$ cat src/shared/fds_pkg.sv
package fds_pkg;
  // Clock and counter sizing
  localparam int CLK_PERIOD_NS = 50;
  localparam int CNT_W = 20;
  // Qualification and retry times in ns; retry value is a plain default
  localparam int OC_DEGLITCH_NS = 2500;
  localparam int REL_DEGLITCH_NS = 2500;
  localparam int ABS_DEGLITCH_NS = 20000;
  localparam int OL_DEGLITCH_NS = 700000;
  localparam int RETRY_TIME_NS = 5000000;
  // Cycle counts, least times rounded up
  localparam logic [CNT_W-1:0] OC_DEGLITCH_CYC =
    CNT_W'((OC_DEGLITCH_NS + CLK_PERIOD_NS - 1) / CLK_PERIOD_NS);
  localparam logic [CNT_W-1:0] REL_DEGLITCH_CYC =
    CNT_W'((REL_DEGLITCH_NS + CLK_PERIOD_NS - 1) / CLK_PERIOD_NS);
  localparam logic [CNT_W-1:0] ABS_DEGLITCH_CYC =
    CNT_W'((ABS_DEGLITCH_NS + CLK_PERIOD_NS - 1) / CLK_PERIOD_NS);
  localparam logic [CNT_W-1:0] OL_DEGLITCH_CYC =
    CNT_W'((OL_DEGLITCH_NS + CLK_PERIOD_NS - 1) / CLK_PERIOD_NS);
  localparam logic [CNT_W-1:0] RETRY_CYC =
    CNT_W'((RETRY_TIME_NS + CLK_PERIOD_NS - 1) / CLK_PERIOD_NS);
  // Register port
  localparam int ADDR_W = 4;
  localparam int DATA_W = 8;
  localparam logic [ADDR_W-1:0] REG_STATUS = 4'h0;
  localparam logic [ADDR_W-1:0] REG_IRQ_STAT = 4'h1;
  localparam logic [ADDR_W-1:0] REG_IRQ_MASK = 4'h2;
  localparam logic [DATA_W-1:0] IRQ_MASK_RST = 8'h00;
  localparam logic [DATA_W-1:0] IRQ_STAT_RST = 8'h00;
  // Event bit positions in status and mask
  localparam int EV_OC = 0;
  localparam int EV_REL = 1;
  localparam int EV_ABS = 2;
  localparam int EV_OL = 3;
  localparam int EV_RETRY = 4;
  localparam int N_EV = 5;
  // Pin input positions ahead of the synchroniser
  localparam int IN_EN = 0;
  localparam int IN_LATCH = 1;
  localparam int IN_DIAG = 2;
  localparam int IN_OC = 3;
  localparam int IN_REL = 4;
  localparam int IN_ABS = 5;
  localparam int IN_HYS = 6;
  localparam int IN_OL = 7;
  localparam int IN_REV = 8;
  localparam int N_IN = 9;
  typedef enum logic [1:0] {ST_OFF, ST_ON, ST_RETRY, ST_LATCHED} fds_state_t;
  typedef enum logic [1:0] {SNS_ZERO, SNS_LOAD, SNS_FAULT} fds_sense_t;
endpackage : fds_pkg

$ cat src/shared/fds_deg_if.sv
`timescale 1ns/1ps
`default_nettype none
interface fds_deg_if;
  logic raw;
  logic qual;
  modport src (output raw, input qual);
  modport fault_flag_n (input raw, output qual);
endinterface : fds_deg_if
`default_nettype wire

$ cat src/rtl/fds_supervisor.sv
`timescale 1ns/1ps
`default_nettype none
module fds_supervisor
  import fds_pkg::*;
#(
  parameter logic [CNT_W-1:0] OL_DEGLITCH_CYCLES = OL_DEGLITCH_CYC,
  parameter logic [CNT_W-1:0] RETRY_CYCLES = RETRY_CYC
)
(
  input wire logic ref_clk,
  input wire logic resetn,
  input wire logic enable_in,
  input wire logic latch_select,
  input wire logic diagnostics_gate,
  input wire logic current_limit_fault,
  input wire logic relative_thermal_fault,
  input wire logic absolute_thermal_fault,
  input wire logic thermal_hys_met,
  input wire logic open_load_threshold,
  input wire logic reverse_polarity,
  input wire logic [ADDR_W-1:0] reg_addr,
  input wire logic [DATA_W-1:0] reg_wdata,
  input wire logic reg_wr,
  input wire logic reg_rd,
  output logic [DATA_W-1:0] reg_rdata,
  output logic channel_on,
  output logic current_limit_active,
  output logic pullup_en,
  output logic fault_flag_n_o,
  output logic fault_flag_n_oe,
  output fds_sense_t sense_output,
  output logic sense_output_oe,
  output logic irq
);

  logic [N_IN-1:0] pin_raw;
  logic [N_IN-1:0] pin_s;
  logic en_s;
  logic latch_s;
  logic diag_s;
  logic hys_s;
  logic rev_s;
  fds_state_t state_r;
  logic [CNT_W-1:0] retry_cnt_r;
  logic retry_done;
  logic abs_seen_r;
  logic oc_q;
  logic rel_q;
  logic abs_q;
  logic ol_q;
  logic fault_active;
  logic [N_EV-1:0] ev_level;
  logic [N_EV-1:0] ev_prev_r;
  logic [N_EV-1:0] ev_pulse;
  logic [N_EV-1:0] irq_stat_r;
  logic [N_EV-1:0] irq_mask_r;
  logic [N_EV-1:0] w1c;
  logic [DATA_W-1:0] status_word;
  logic [DATA_W-1:0] rdata_nxt;

  fds_deg_if oc_dg ();
  fds_deg_if rel_dg ();
  fds_deg_if abs_dg ();
  fds_deg_if ol_dg ();

  // Every control and fault pin crosses two flops before any logic sees it; the register port is used unsynchronised
  assign pin_raw[IN_EN] = enable_in;
  assign pin_raw[IN_LATCH] = latch_select;
  assign pin_raw[IN_DIAG] = diagnostics_gate;
  assign pin_raw[IN_OC] = current_limit_fault;
  assign pin_raw[IN_REL] = relative_thermal_fault;
  assign pin_raw[IN_ABS] = absolute_thermal_fault;
  assign pin_raw[IN_HYS] = thermal_hys_met;
  assign pin_raw[IN_OL] = open_load_threshold;
  assign pin_raw[IN_REV] = reverse_polarity;

  fds_sync u_sync (
    .ref_clk(ref_clk),
    .resetn(resetn),
    .async_in(pin_raw),
    .sync_out(pin_s)
  );

  assign en_s = pin_s[IN_EN];
  assign latch_s = pin_s[IN_LATCH];
  assign diag_s = pin_s[IN_DIAG];
  assign hys_s = pin_s[IN_HYS];
  assign rev_s = pin_s[IN_REV];

  // Raw fault levels; overcurrent only counts while driving the load
  assign oc_dg.raw = pin_s[IN_OC] && en_s && (state_r == ST_ON);
  assign rel_dg.raw = pin_s[IN_REL];
  assign abs_dg.raw = pin_s[IN_ABS];
  // Open-load compare is meaningful only with the pull-up switched in
  assign ol_dg.raw = pin_s[IN_OL] && pullup_en;

  fds_deglitch #(.CYCLES(OC_DEGLITCH_CYC)) u_oc_dg (
    .ref_clk(ref_clk),
    .resetn(resetn),
    .dg(oc_dg.fault_flag_n)
  );

  fds_deglitch #(.CYCLES(REL_DEGLITCH_CYC)) u_rel_dg (
    .ref_clk(ref_clk),
    .resetn(resetn),
    .dg(rel_dg.fault_flag_n)
  );

  fds_deglitch #(.CYCLES(ABS_DEGLITCH_CYC)) u_abs_dg (
    .ref_clk(ref_clk),
    .resetn(resetn),
    .dg(abs_dg.fault_flag_n)
  );

  fds_deglitch #(.CYCLES(OL_DEGLITCH_CYCLES)) u_ol_dg (
    .ref_clk(ref_clk),
    .resetn(resetn),
    .dg(ol_dg.fault_flag_n)
  );

  assign oc_q = oc_dg.qual;
  assign rel_q = rel_dg.qual;
  assign abs_q = abs_dg.qual;
  assign ol_q = ol_dg.qual;

  // Retry wait runs only while shut down, saturating at its end
  always_ff @(posedge ref_clk or negedge resetn)
  begin
    if (!resetn)
      retry_cnt_r <= '0;
    else if (state_r != ST_RETRY)
      retry_cnt_r <= '0;
    else if (retry_cnt_r != RETRY_CYCLES)
      retry_cnt_r <= retry_cnt_r + 1'b1;
  end

  assign retry_done = (retry_cnt_r == RETRY_CYCLES);

  // Absolute shutdowns in auto-retry also wait for the hysteresis to clear; latch-off and its latch-low exit do not
  always_ff @(posedge ref_clk or negedge resetn)
  begin
    if (!resetn)
      abs_seen_r <= 1'b0;
    else if (state_r == ST_ON && abs_q)
      abs_seen_r <= 1'b1;
    else if (state_r == ST_ON || state_r == ST_OFF)
      abs_seen_r <= 1'b0;
  end

  // Channel sequencing: on, thermal shutdown wait, latched off
  always_ff @(posedge ref_clk or negedge resetn)
  begin
    if (!resetn)
      state_r <= ST_OFF;
    else
    begin
      unique case (state_r)
        ST_OFF:
        begin
          if (en_s)
            state_r <= ST_ON;
        end
        ST_ON:
        begin
          if (rel_q || abs_q)
            state_r <= ST_RETRY;
          else if (!en_s)
            state_r <= ST_OFF;
        end
        ST_RETRY:
        begin
          // Enable low mid-wait still serves the full wait first
          if (retry_done)
          begin
            if (latch_s && en_s)
              state_r <= ST_LATCHED;
            else if (!en_s)
              state_r <= ST_OFF;
            else if (!abs_seen_r || hys_s)
              state_r <= ST_ON;
          end
        end
        ST_LATCHED:
        begin
          // Latch low resumes in auto-retry; enable low parks off
          if (!en_s)
            state_r <= ST_OFF;
          else if (!latch_s)
            state_r <= ST_ON;
        end
      endcase
    end
  end

  // Anything that makes the flag pull low
  assign fault_active = (state_r == ST_ON && oc_q)
    || (state_r == ST_RETRY)
    || (state_r == ST_LATCHED)
    || (state_r == ST_OFF && ol_q);

  // Pin drivers, all from flops
  always_ff @(posedge ref_clk or negedge resetn)
  begin
    if (!resetn)
    begin
      channel_on <= 1'b0;
      current_limit_active <= 1'b0;
      pullup_en <= 1'b0;
    end
    else
    begin
      // Reverse supply overrides every command
      channel_on <= rev_s || (state_r == ST_ON);
      current_limit_active <= (state_r == ST_ON) && oc_q;
      // Pull-up switched by the gate to keep standby current low
      pullup_en <= (state_r == ST_OFF) && !en_s && diag_s;
    end
  end

  // Diagnostic reporting, gated by the diagnostics input
  always_ff @(posedge ref_clk or negedge resetn)
  begin
    if (!resetn)
    begin
      fault_flag_n_oe <= 1'b0;
      sense_output <= SNS_ZERO;
      sense_output_oe <= 1'b0;
    end
    else if (diag_s)
    begin
      fault_flag_n_oe <= fault_active;
      sense_output_oe <= 1'b1;
      if (fault_active)
        sense_output <= SNS_FAULT;
      else if (state_r == ST_ON)
        sense_output <= SNS_LOAD;
      else
        sense_output <= SNS_ZERO;
    end
    else if (en_s)
    begin
      // Protection keeps running; only reporting is muted
      fault_flag_n_oe <= 1'b0;
      sense_output <= SNS_ZERO;
      sense_output_oe <= 1'b1;
    end
    else
    begin
      fault_flag_n_oe <= 1'b0;
      sense_output <= SNS_ZERO;
      sense_output_oe <= 1'b0;
    end
  end

  // Open-drain flag only ever pulls low
  assign fault_flag_n_o = 1'b0;

  // Event levels, captured on their rising edge
  assign ev_level[EV_OC] = oc_q;
  assign ev_level[EV_REL] = rel_q;
  assign ev_level[EV_ABS] = abs_q;
  assign ev_level[EV_OL] = ol_q;
  assign ev_level[EV_RETRY] = (state_r == ST_ON) && abs_seen_r;

  always_ff @(posedge ref_clk or negedge resetn)
  begin
    if (!resetn)
      ev_prev_r <= '0;
    else
      ev_prev_r <= ev_level;
  end

  assign ev_pulse = ev_level & ~ev_prev_r;

  // Write-one-to-clear; a new event in the same cycle survives
  assign w1c = (reg_wr && reg_addr == REG_IRQ_STAT) ? reg_wdata[N_EV-1:0] : '0;

  always_ff @(posedge ref_clk or negedge resetn)
  begin
    if (!resetn)
      irq_stat_r <= IRQ_STAT_RST[N_EV-1:0];
    else
      irq_stat_r <= (irq_stat_r & ~w1c) | ev_pulse;
  end

  // Mask steers which events reach the interrupt line
  always_ff @(posedge ref_clk or negedge resetn)
  begin
    if (!resetn)
      irq_mask_r <= IRQ_MASK_RST[N_EV-1:0];
    else if (reg_wr && reg_addr == REG_IRQ_MASK)
      irq_mask_r <= reg_wdata[N_EV-1:0];
  end

  assign irq = |(irq_stat_r & irq_mask_r);

  // Live view of the supervisor
  assign status_word = {rev_s,
                        state_r == ST_RETRY,
                        state_r == ST_LATCHED,
                        ol_q,
                        abs_q,
                        rel_q,
                        current_limit_active,
                        channel_on};

  // Read decode; unmapped addresses read as zero
  always_comb
  begin
    rdata_nxt = '0;
    unique case (reg_addr)
      REG_STATUS: rdata_nxt = status_word;
      REG_IRQ_STAT: rdata_nxt = {{(DATA_W-N_EV){1'b0}}, irq_stat_r};
      REG_IRQ_MASK: rdata_nxt = {{(DATA_W-N_EV){1'b0}}, irq_mask_r};
      default: rdata_nxt = '0;
    endcase
  end

  // Read data stands only in the cycle after the strobe
  always_ff @(posedge ref_clk or negedge resetn)
  begin
    if (!resetn)
      reg_rdata <= '0;
    else if (reg_rd)
      reg_rdata <= rdata_nxt;
    else
      reg_rdata <= '0;
  end

endmodule : fds_supervisor
`default_nettype wire

$ cat src/rtl/fds_sync.sv
`timescale 1ns/1ps
`default_nettype none
module fds_sync
  import fds_pkg::*;
(
  input wire logic ref_clk,
  input wire logic resetn,
  input wire logic [N_IN-1:0] async_in,
  output logic [N_IN-1:0] sync_out
);
  logic [N_IN-1:0] meta_r;
  // Two stages per pin; first stage feeds only the second
  for (genvar i = 0; i < N_IN; i++)
  begin : g_bit
    always_ff @(posedge ref_clk or negedge resetn)
    begin
      if (!resetn)
      begin
        meta_r[i] <= 1'b0;
        sync_out[i] <= 1'b0;
      end
      else
      begin
        meta_r[i] <= async_in[i];
        sync_out[i] <= meta_r[i];
      end
    end
  end
endmodule : fds_sync
`default_nettype wire

$ cat src/rtl/fds_deglitch.sv
`timescale 1ns/1ps
`default_nettype none
module fds_deglitch
  import fds_pkg::*;
#(
  parameter logic [CNT_W-1:0] CYCLES = OC_DEGLITCH_CYC
)
(
  input wire logic ref_clk,
  input wire logic resetn,
  fds_deg_if.fault_flag_n dg
);
  logic [CNT_W-1:0] cnt_r;
  // Timer restarts on any drop of the raw level
  always_ff @(posedge ref_clk or negedge resetn)
  begin
    if (!resetn)
      cnt_r <= '0;
    else if (!dg.raw)
      cnt_r <= '0;
    else if (cnt_r != CYCLES)
      cnt_r <= cnt_r + 1'b1;
  end
  // Qualified only at full interval; drops at once with raw
  assign dg.qual = dg.raw && (cnt_r == CYCLES);
endmodule : fds_deglitch
`default_nettype wire

$ cat config.mk
export PLATFORM = sky130hd
export DESIGN_NAME = fds_supervisor
export DESIGN_NICKNAME = d
export VERILOG_FILES = /design/src/shared/fds_pkg.sv /design/src/shared/fds_deg_if.sv /design/src/rtl/fds_supervisor.sv /design/src/rtl/fds_sync.sv /design/src/rtl/fds_deglitch.sv
export SDC_FILE = /design/constraint.sdc
export NUM_CORES = 1
export LEC_CHECK = 0
export BUFFER_PORTS_ARGS = -buffer_cell sky130_fd_sc_hd__buf_2
export CELL_PAD_IN_SITES_DETAIL_PLACEMENT = 2
export CELL_PAD_IN_SITES_GLOBAL_PLACEMENT = 2
export CORE_MARGIN = 8
export CORE_UTILIZATION = 30
export DETAILED_ROUTE_END_ITERATION = 16
export PLACE_DENSITY_LB_ADDON = 0.2
export SLEW_MARGIN = 10
export SYNTH_ARGS = -nofsm -noshare
export SYNTH_HDL_FRONTEND = slang
export SYNTH_SLANG_ARGS = --single-unit
$ cat constraint.sdc
create_clock -name ref_clk -period 2.5 [get_ports ref_clk]
set_clock_uncertainty 0.1 [all_clocks]
set_input_delay 0.5 -clock ref_clk [delete_from_list [all_inputs] [get_ports ref_clk]]
set_output_delay 0.5 -clock ref_clk [all_outputs]
set_load 0.01 [all_outputs]
==> flow_summary.ini, run 1 <==
[min_path]
hp-class = input port to flip-flop
hold_path_depth = 1

[routing]
antenna_left = 0
drt-initial-drc-count = 233
routed_wl_um = 21000
vias_per_cell = 5.20
firstDrtPassIters = 4
drc_errors = 0
vias = 5797
wl_per_cell_um = 18.8

[timing]
tightest_slew_ns = 0.682
slew-limit-headroom_pct = 54.2
setup_viol = 0
fmax_ghz = 0.445
hold_viol_final = 0
fin_crit_ns = 2.25
drv_slew = 0
rsz0062_at_grt = false
finalSetupTns_ns = 0
finalCritPeriodShare_pct = 89.9

[clock_network]
cts-htree-levels = 4
clk_pin_slew_ns = 0.07
cts_setup_buffers = 0
cts_made_buffers = 17
hold_buffers = 1
clk_latency_ns = 0.43
root_buffer = clkbuf_16
cts_tree = done
cts.sinks = 150
clockBufferDepth = 2
cts_resized = 0

[logic_synthesis]
syn_area_per_cell_um2 = 9.75
yosys_register_bits = 150
async_flop_share_pct = 100
synthCells = 737
synthesis.nets = 772
synth_ff_type = dfrtp_1
yosysSeqAreaShare_pct = 52.2
syn_area_um2 = 7190
synth-edff-count = 0
synthDistinctLibCells = 60
yosys_warnings = 0

[floorplanning]
core_area_um2 = 23500
pin_count = 42
die_h_um = 171
initial_core_util_pct = 30.6
dieWidth_um = 171
design.die.area_um2 = 29200
rows = 56

[final_layout]
syn2layout_area_growth_pct = 16.7
drive_above_1_share_pct = 12.3
diodes = 0
fin_nets = 819
final_cells = 1115

[power]
powerDensity_nw_per_um2 = 636
combPwrFrac_pct = 5.0
swShare_pct = 24.5
switching_power_w = 0.00131
pwr-share-seq_pct = 48.0
p_int_w = 0.00403
p_leak_nw = 3.38
clkPwrFrac_pct = 47.0
max-vdd-ir-drop_uv = 295

[job]
drv_cap = 0

[worst_setup_path]
path_max_fanout = 7
worst-endpoint-required_ns = 2.74
worstPathArrival_ns = 2.48
rr_worst_depth = 5
critPathCaptureType = flip-flop
start_kind = flip-flop
path_class = flip-flop to flip-flop

[placement]
dp_hpwl_um = 14900
io_buffers = 37
place_inst = 1083
gp_congestion = 0.753

[global_route]
grt_pass1_vias = 6684
grt_usage_pct = 15.3
grt_pass1_wl_um = 35600
antenna_found_initial = 1
overflow = 0
grt_max_degree = 54

[outcome]
outcome = complete, no violations
-- worst paths after layout --
path	startpoint	end	slack, ns
worst max-delay path	retry_cnt_r[0]$_DFFE_PN0P_	retry_cnt_r[14]$_DFFE_PN0P_	0.25
worst min-delay path	enable_in	u_sync.meta_r[0]$_DFF_PN0_	0.08
worst max register to register	retry_cnt_r[0]$_DFFE_PN0P_	retry_cnt_r[14]$_DFFE_PN0P_	0.25
worst min register to register	u_sync.meta_r[4]$_DFF_PN0_	u_sync.sync_out[4]$_DFF_PN0_	0.26
max in group asynchronous	resetn	ev_prev_r[3]$_DFF_PN0_	1.06
min in group asynchronous	resetn	u_oc_dg.cnt_r[13]$_DFFE_PN0P_	0.50
-- per-stage QoR --
stage          setup WS, ns  hold slack [ns]  utilization, %  area (µm²)  power [W]
4_1_cts               0.236           0.0600            35.8        8390    0.00543
2_1_floorplan         0.542            0.104               -        7190    0.00271
6_report              0.251           0.0760            35.8        8390    0.00534
5_1_grt              0.0778           0.0538            35.8        8390    0.00557
3_5_place_dp          0.296            0.247            33.3        7810    0.00288
3_3_place_gp          0.369            0.235            33.3        7810    0.00286
-- power groups by stage --
stage	clock network (W)	registers [W]	logic, W
after floorplan	0	0.00258	0.000135
after global placement	0	0.00260	0.000259
after detailed placement	0	0.00260	0.000274
after CTS	0.00260	0.00256	0.000278
after global routing	0.00269	0.00257	0.000308
final	0.00251	0.00256	0.000267
-- cell families after synthesis --
group                    count (synthesis)  share of synthesized area (%)
flip-flops                             150                           52.2
buffers and inverters                   57                           3.13
other                                    1                         0.0522
XOR/XNOR                                47                           5.73
AO/OA/AOI/OAI                          127                           10.4
adder cells (fa/ha/maj)                 10                           1.74
multiplexers                             6                          0.853
AND/OR/NAND/NOR                        339                           25.9
-- cell type report --
class | instances | area, µm²
flip-flops and latches | 150 | 3750
multi-input cells | 530 | 3210
repair buffers | 53 | 339
clock inverters | 10 | 100
fillers | 2567 | 15100
clock buffers | 21 | 470
well taps | 319 | 399
inverters | 32 | 120
-- layout by cell type (no fill, tap or decap), types with 7 or more instances in the layout --
cell type | Yosys | routed
buf_4 | 2 | 13
o21ai_0 | 41 | 41
nor4_1 | 26 | 26
nor2_1 | 67 | 67
dfrtp_1 | 150 | 150
or3_1 | 20 | 20
ha_1 | 10 | 10
xor2_1 | 18 | 18
clkbuf_16 | 0 | 17
nand4_1 | 22 | 22
or4_1 | 16 | 16
nor4b_1 | 8 | 8
a21oi_1 | 49 | 49
nand2_1 | 54 | 54
o31ai_1 | 10 | 10
nand3_1 | 36 | 36
buf_2 | 2 | 36
inv_1 | 31 | 31
xnor2_1 | 29 | 29
nand2b_1 | 8 | 8
nor3_1 | 28 | 28
and4_1 | 12 | 12
and3_1 | 7 | 7
-- layer usage --
| metal | wire, µm | vias up | GRT usage [%] |
|---|---|---|---|
| met5 | 13 | - | 0 |
| met4 | 231 | 2 | 4.04 |
| met3 | 587 | 20 | 3.60 |
| met2 | 10800 | 52 | 27.0 |
| met1 | 9380 | 2981 | 18.4 |
| li1 | - | 2742 | - |
-- sequential cells by signal, summed over array words and instances (netlist names) --
| signal | count |
|---|---|
| retry_cnt_r | 20 |
| u_ol_dg.cnt_r | 20 |
| irq_stat_r | 5 |
| abs_seen_r | 1 |
| u_oc_dg.cnt_r | 20 |
| pullup_en | 1 |
| fault_flag_n_oe | 1 |
| ev_prev_r | 5 |
| u_sync.sync_out | 9 |
| sense_output | 1 |
| current_limit_active | 1 |
| u_abs_dg.cnt_r | 20 |
| u_sync.meta_r | 9 |
| reg_rdata | 8 |
| irq_mask_r | 5 |
| state_r | 2 |
| channel_on | 1 |
| sense_output_oe | 1 |
| u_rel_dg.cnt_r | 20 |
-- synth_stat cells (2+ instances only) --
cell type | n | share of area (%)
nor4_1 | 26 | 2.3
o21ai_0 | 41 | 2.9
a22oi_1 | 3 | 0.31
o211ai_1 | 2 | 0.21
a41o_1 | 3 | 0.42
a31o_2 | 2 | 0.24
clkbuf_1 | 18 | 0.94
buf_1 | 2 | 0.10
and4b_1 | 2 | 0.28
and4_1 | 12 | 1.5
or3_1 | 20 | 1.7
nor2b_1 | 6 | 0.52
nand3_2 | 2 | 0.28
nand4_1 | 22 | 1.9
a211o_1 | 3 | 0.37
inv_1 | 31 | 1.6
nor4bb_1 | 2 | 0.28
nand3_1 | 36 | 2.5
buf_4 | 2 | 0.21
or4_1 | 16 | 1.7
or3_2 | 3 | 0.31
nor3b_1 | 5 | 0.52
dfrtp_1 | 150 | 52
mux2i_1 | 5 | 0.70
nor2_1 | 67 | 3.5
o21a_1 | 2 | 0.21
nor4b_1 | 8 | 0.97
ha_1 | 10 | 1.7
a31oi_1 | 4 | 0.35
xor2_1 | 18 | 2.2
o31ai_1 | 10 | 1.0
nand2b_1 | 8 | 0.70
nand4b_1 | 2 | 0.24
nor3_1 | 28 | 1.9
and2_1 | 3 | 0.26
nand2_1 | 54 | 2.8
buf_2 | 2 | 0.14
a21oi_1 | 49 | 3.4
xnor2_1 | 29 | 3.5
or2_2 | 3 | 0.26
and3_1 | 7 | 0.61
-- worst max-delay path: stages, from the launching register on --
cell	delay (ns)
dfrtp_1	0.49
ha_1	0.26
inv_1	0.12
or4_1	0.66
or3_1	0.39
a21oi_1	0.15
Power figures use the tool's default switching activity.
==> inputs of run 2 (changes only) <==
CELL_PAD_IN_SITES_DETAIL_PLACEMENT = 1   (was 2)
PLACE_DENSITY = 0.63   (was default)
PLACE_DENSITY_LB_ADDON = default   (was 0.2)
==> run 2 against run 1 <==
Clock-buffer cell count is 1 lower. Global-route usage is 1.4 points lower. Final cell count is 0.54% higher. Via count is 1.6% lower. Worst hold slack better by 0.0020 ns. Combinational power hardly changed. Largest power group is now clock. Highest routed layer is now met4.
==> flow_summary.ini, run 2 (synthesis results as in run 1) <==
[floorplanning]
dieWidth_um = 171
pin_count = 42
initial_core_util_pct = 30.6
design.die.area_um2 = 29200
die_h_um = 171
rows = 56
core_area_um2 = 23500

[timing]
hold_viol_final = 0
tightest_slew_ns = 0.652
fin_crit_ns = 2.16
fmax_ghz = 0.463
drv_slew = 0
finalCritPeriodShare_pct = 86.4
slew-limit-headroom_pct = 56.5
finalSetupTns_ns = 0
rsz0062_at_grt = false
setup_viol = 0

[power]
powerDensity_nw_per_um2 = 654
finalPower_w = 0.00554
clkPwrFrac_pct = 49.1
swShare_pct = 22.7
p_leak_nw = 3.45
max-vdd-ir-drop_uv = 339
switching_power_w = 0.00126
combPwrFrac_pct = 4.8
pwr-share-seq_pct = 46.1
p_int_w = 0.00429

[clock_network]
cts_made_buffers = 17
clk_latency_ns = 0.42
cts.sinks = 150
clockBufferDepth = 2
cts_resized = 0
root_buffer = clkbuf_16
cts-htree-levels = 4
clk_pin_slew_ns = 0.06
cts_tree = done

[worst_setup_path]
start_kind = flip-flop
path_class = flip-flop to flip-flop
max_stage_delay_ns = 0.70
critPathBufInv = 0
rrSetupSlack_ns = 0.34
cp.depth = 4
crit_end = retry_cnt_r[16]$_DFFE_PN0P_
r2r_start = retry_cnt_r[2]$_DFFE_PN0P_
worst-endpoint-required_ns = 2.74
cpMaxStageDelayCell = or4_1
path_cells = nand4_2 -> or4_1 -> or3_1 -> a21oi_1
critPathCaptureType = flip-flop
rr_worst_depth = 4
r2r-end = retry_cnt_r[16]$_DFFE_PN0P_
critPathLaunch = retry_cnt_r[2]$_DFFE_PN0P_
cpLargestDelayFamily = simple AND/OR/NAND/NOR gates
worstPathArrival_ns = 2.40
path_max_fanout = 8

[routing]
firstDrtPassIters = 4
drt-initial-drc-count = 250
routed_wl_um = 19000
wl_per_cell_um = 16.9
vias_per_cell = 5.09
vias = 5707
antenna_left = 0
drc_errors = 0

[job]
drv_cap = 0

[final_layout]
layout_commonest_cell = dfrtp_1
drive_above_1_share_pct = 12.8
fin_nets = 824
fin_area_um2 = 8480
syn2layout_area_growth_pct = 18.0
diodes = 0
final_cell_mix = 150 x dfrtp_1, 67 x nor2_1, 54 x nand2_1

[global_route]
grt_pass1_vias = 6226
grt_max_degree = 50
grt_usage_pct = 13.9
grt_pass1_wl_um = 32400
antenna_found_initial = 0
overflow = 0

[placement]
dp_hpwl_um = 13700
gp_congestion = 0.771
place_area_um2 = 7850
io_buffers = 37

[outcome]
outcome = complete, no violations

[min_path]
hp-class = input port to flip-flop
[run 2: cell types whose count changed in the layout (fill, tap and decap cells not counted), sizes merged]
cell      change
buf           +5
clkbuf        -1
clkinvlp      -3
clkinv        +2
bufinv        +3
[run 2: timing repair]
action                                 in CTS  in global routing
setup buffers                               0                  0
hold buffers                                1                  0
endpoints found under the hold margin      44                  0
[run 2: worst register-to-register path, stage by stage (launching register included)]
cell     delay (ns)
dfrtp_1        0.49
nand4_2        0.24
or4_1          0.70
or3_1          0.40
a21oi_1        0.15
[run 2: worst min path at each step]
stage                                    start                      endpoint  slack [ns]  depth (start not counted)
finish                  relative_thermal_fault    u_sync.meta_r[4]$_DFF_PN0_        0.08                          1
detailed placement  u_sync.meta_r[5]$_DFF_PN0_  u_sync.sync_out[5]$_DFF_PN0_        0.24                          0
global placement    u_sync.meta_r[0]$_DFF_PN0_  u_sync.sync_out[0]$_DFF_PN0_        0.24                          0
CTS                     relative_thermal_fault    u_sync.meta_r[4]$_DFF_PN0_        0.05                          1
floorplan                               resetn        abs_seen_r$_DFFE_PN0P_        0.10                          0
global route            relative_thermal_fault    u_sync.meta_r[4]$_DFF_PN0_        0.05                          1
[run 2: per-layer routing]
layer / track usage, % / wire length [µm] / up-vias
li1: - / - / 2765
met1: 17.8 / 8990 / 2874
met2: 23.2 / 9270 / 52
met3: 2.90 / 483 / 16
met4: 4.65 / 232 / 0
met5: 0 / 0 / -
[run 2: power by group through the flow]
stage | logic, W | registers, W | clock network [W]
2_1_floorplan | 0.000135 | 0.00258 | 0
3_3_place_gp | 0.000267 | 0.00260 | 0
3_5_place_dp | 0.000277 | 0.00260 | 0
4_1_cts | 0.000279 | 0.00256 | 0.00283
5_1_grt | 0.000311 | 0.00256 | 0.00291
6_report | 0.000265 | 0.00256 | 0.00272
[run 2: cell type report]
| cell class | instances | area, µm² |
|---|---|---|
| repair buffers | 58 | 377 |
| fillers | 2668 | 15000 |
| flip-flops and latches | 150 | 3750 |
| multi-input cells | 530 | 3210 |
| clock inverters | 12 | 178 |
| well taps | 319 | 399 |
| clock buffers | 20 | 447 |
| inverters | 32 | 120 |
[run 2: stage by stage]
step,std cells,setup slack (ns),util [%],hold WS [ns]
floorplan,737,0.542,-,0.104
global placement,1088,0.401,33.4,0.236
detailed placement,1088,0.355,33.4,0.238
CTS,1121,0.334,36.1,0.0508
global route,1121,0.131,36.1,0.0512
finish,1121,0.340,36.1,0.0780
==> inputs of run 3 (changes only) <==
ABC_AREA = 1   (was default)
PLACE_DENSITY = 0.67   (was 0.63)
==> run 3 against run 2 <==
Sequential cell count did not move. Die area rose by 3.5%. Fmax rose by 7.1%. Total power rose by 0.15%.
==> flow_summary.ini, run 3 <==
[clock_network]
cts_made_buffers = 17
cts_setup_buffers = 0
cts.sinks = 150
clk_pin_slew_ns = 0.07
clk_latency_ns = 0.43
cts_tree = done
cts-htree-levels = 4
root_buffer = clkbuf_16
clockBufferDepth = 2

[logic_synthesis]
syn_area_um2 = 7470
async_flop_share_pct = 100
synth_most_common_cell = nand2_1
synth_top_area_share_pct = 50.2
synthCells = 917
synthesis.nets = 952
yosysSeqAreaShare_pct = 50.2
synthDistinctLibCells = 47
ys_top_cells_by_count = 161 x nand2_1, 150 x dfrtp_1, 141 x nor2_1, 110 x inv_1, 65 x a21oi_1
yosys_warnings = 0
ys_top_cells_by_area = dfrtp_1 50%, nand2_1 8.1%, nor2_1 7.1%
syn_area_per_cell_um2 = 8.15
synth_top_area_cell = dfrtp_1
yosys_register_bits = 150
synth-edff-count = 0
synth_ff_type = dfrtp_1

[worst_setup_path]
critPathCaptureType = primary output
path_class = flip-flop to primary output
start_kind = flip-flop
cpLargestDelayFamily = flip-flops
worst-endpoint-required_ns = 1.90
max_stage_delay_ns = 0.40
cpMostUsedCell = nand2_1
cpMaxStageDelayCell = dfrtp_1
path_cells = nand2_1 -> nand2_1 -> a221oi_1 -> nand2_1 -> buf_2
worstPathArrival_ns = 1.42
critPathBufInv = 1
path_max_fanout = 3

[routing]
drc_errors = 0
vias_per_cell = 4.62
highest_layer = met4
wl_per_cell_um = 14.9
firstDrtPassIters = 4
routed_wl_um = 19400
drt-initial-drc-count = 294
vias = 6044
wl_met2_um = 8900
met3_length_um = 554
antenna_left = 0
met1_length_um = 9770

[timing]
finalCritPeriodShare_pct = 80.6
setup_viol = 0
rsz0062_at_grt = false
hold_viol_final = 0
finalSetupTns_ns = 0
fin_crit_ns = 2.02
fmax_ghz = 0.496
drv_slew = 0

[final_layout]
final_cell_mix = 161 x nand2_1, 150 x dfrtp_1, 141 x nor2_1
utilization_pct = 35.6
fin_area_um2 = 8680
layout_commonest_cell = nand2_1
final_cells = 1307
syn2layout_area_growth_pct = 16.2
drive_above_1_share_pct = 14.0
fin_nets = 1005
diodes = 0

[floorplanning]
dieWidth_um = 174
die_h_um = 174
rows = 57
initial_core_util_pct = 30.6
design.die.area_um2 = 30200
core_area_um2 = 24400
pin_count = 42

[power]
p_leak_nw = 3.99
max-vdd-ir-drop_uv = 461
finalPower_w = 0.00555
powerDensity_nw_per_um2 = 640

[placement]
io_buffers = 37
place_inst = 1274
dp_hpwl_um = 14500
gp_congestion = 0.733
place_area_um2 = 8090

[job]
drv_cap = 0

[global_route]
grt_pass1_vias = 6655
grt_usage_pct = 13.7
overflow = 0
grt_pass1_wl_um = 33700
antenna_found_initial = 0
grt_max_degree = 47

[min_path]
hp-class = input port to flip-flop

[outcome]
outcome = complete, no violations
-- run 3: cell types whose count changed after synthesis, moves of 12 or more --
cell | previous run | this run
or3_1 | 20 | 0
nor2_1 | 67 | 141
or4_1 | 16 | 0
nor4_1 | 26 | 7
clkbuf_1 | 18 | 4
inv_1 | 31 | 110
a21oi_1 | 49 | 65
nor2_2 | 0 | 14
inv_2 | 0 | 13
o21ai_0 | 41 | 54
and4_1 | 12 | 0
nand2_1 | 54 | 161
xnor2_1 | 29 | 2
-- run 3: path summary, 6_finish.rpt --
path,from,end,slack (ns),cells after the start
min in group asynchronous,resetn,u_rel_dg.cnt_r[0]$_DFFE_PN0P_,0.49,2
worst min-delay path,current_limit_fault,u_sync.meta_r[3]$_DFF_PN0_,0.08,1
worst max register to register,u_rel_dg.cnt_r[0]$_DFFE_PN0P_,state_r[0]$_DFFE_PN0P_,0.59,11
max in group asynchronous,resetn,sense_output[0]$_DFF_PN0_,1.20,3
worst min register to register,u_sync.meta_r[7]$_DFF_PN0_,u_sync.sync_out[7]$_DFF_PN0_,0.25,0
worst max-delay path,irq_mask_r[0]$_DFFE_PN0P_,irq,0.48,5
-- run 3: layout make-up --
class / instances / area, µm²
Fill cell: 2976 / 15700
Sequential cell: 150 / 3750
Multi-Input combinational cell: 630 / 3180
Inverter: 128 / 482
Clock buffer: 18 / 439
Tap cell: 324 / 405
Timing Repair Buffer: 43 / 277
Clock inverter: 14 / 140
-- run 3: worst reg2reg max path, cell delays in order, from the launching register on --
cell and delay [ns]:
dfrtp_1 0.42, inv_1 0.09, ha_1 0.15, inv_1 0.05, nor2_1 0.15, nand2_1 0.08
nor2_1 0.10, nand4_1 0.24, nand3_1 0.18, nand2_1 0.11, nand2_1 0.07, o21ai_1 0.06
-- run 3: cells by family after synthesis --
| kind of cell | after synthesis | share of synthesized area [%] |
|---|---|---|
| simple gates | 453 | 28.3 |
| compound gates | 153 | 11.1 |
| xor+xnor | 13 | 1.52 |
| flops | 150 | 50.2 |
| fa+ha+maj | 10 | 1.67 |
| buf+inv | 137 | 7.13 |
| other cells | 1 | 0.0502 |
-- run 3: power by group --
part,total (W),internal [W],leakage [nW],switching [W]
Clock,0.00256,0.00142,0.280,0.00114
Combinational,0.000394,0.000130,1.69,0.000264
Sequential,0.00260,0.00251,2.02,0.0000852
-- run 3: repair_timing --
item / in CTS / in global routing
endpoints found under the hold margin: 43 / 0
resized for setup: 0 / 0
hold buffers: 1 / 0
setup endpoints to repair: 0 / 0
-- run 3: layer usage --
| metal | track usage [%] | vias to the layer above |
|---|---|---|
| met5 | 0 | - |
| met4 | 3.78 | 0 |
| met3 | 3.20 | 16 |
| met2 | 22.2 | 51 |
| met1 | 17.9 | 2897 |
| li1 | - | 3080 |
-- run 3: metrics by stage --
| stage | hold slack [ns] | setup WS [ns] |
|---|---|---|
| global placement | 0.233 | 0.600 |
| global route | 0.0543 | 0.335 |
| CTS | 0.0485 | 0.438 |
| detailed placement | 0.236 | 0.578 |
| finish | 0.0757 | 0.484 |
| floorplan | 0.104 | 0.956 |
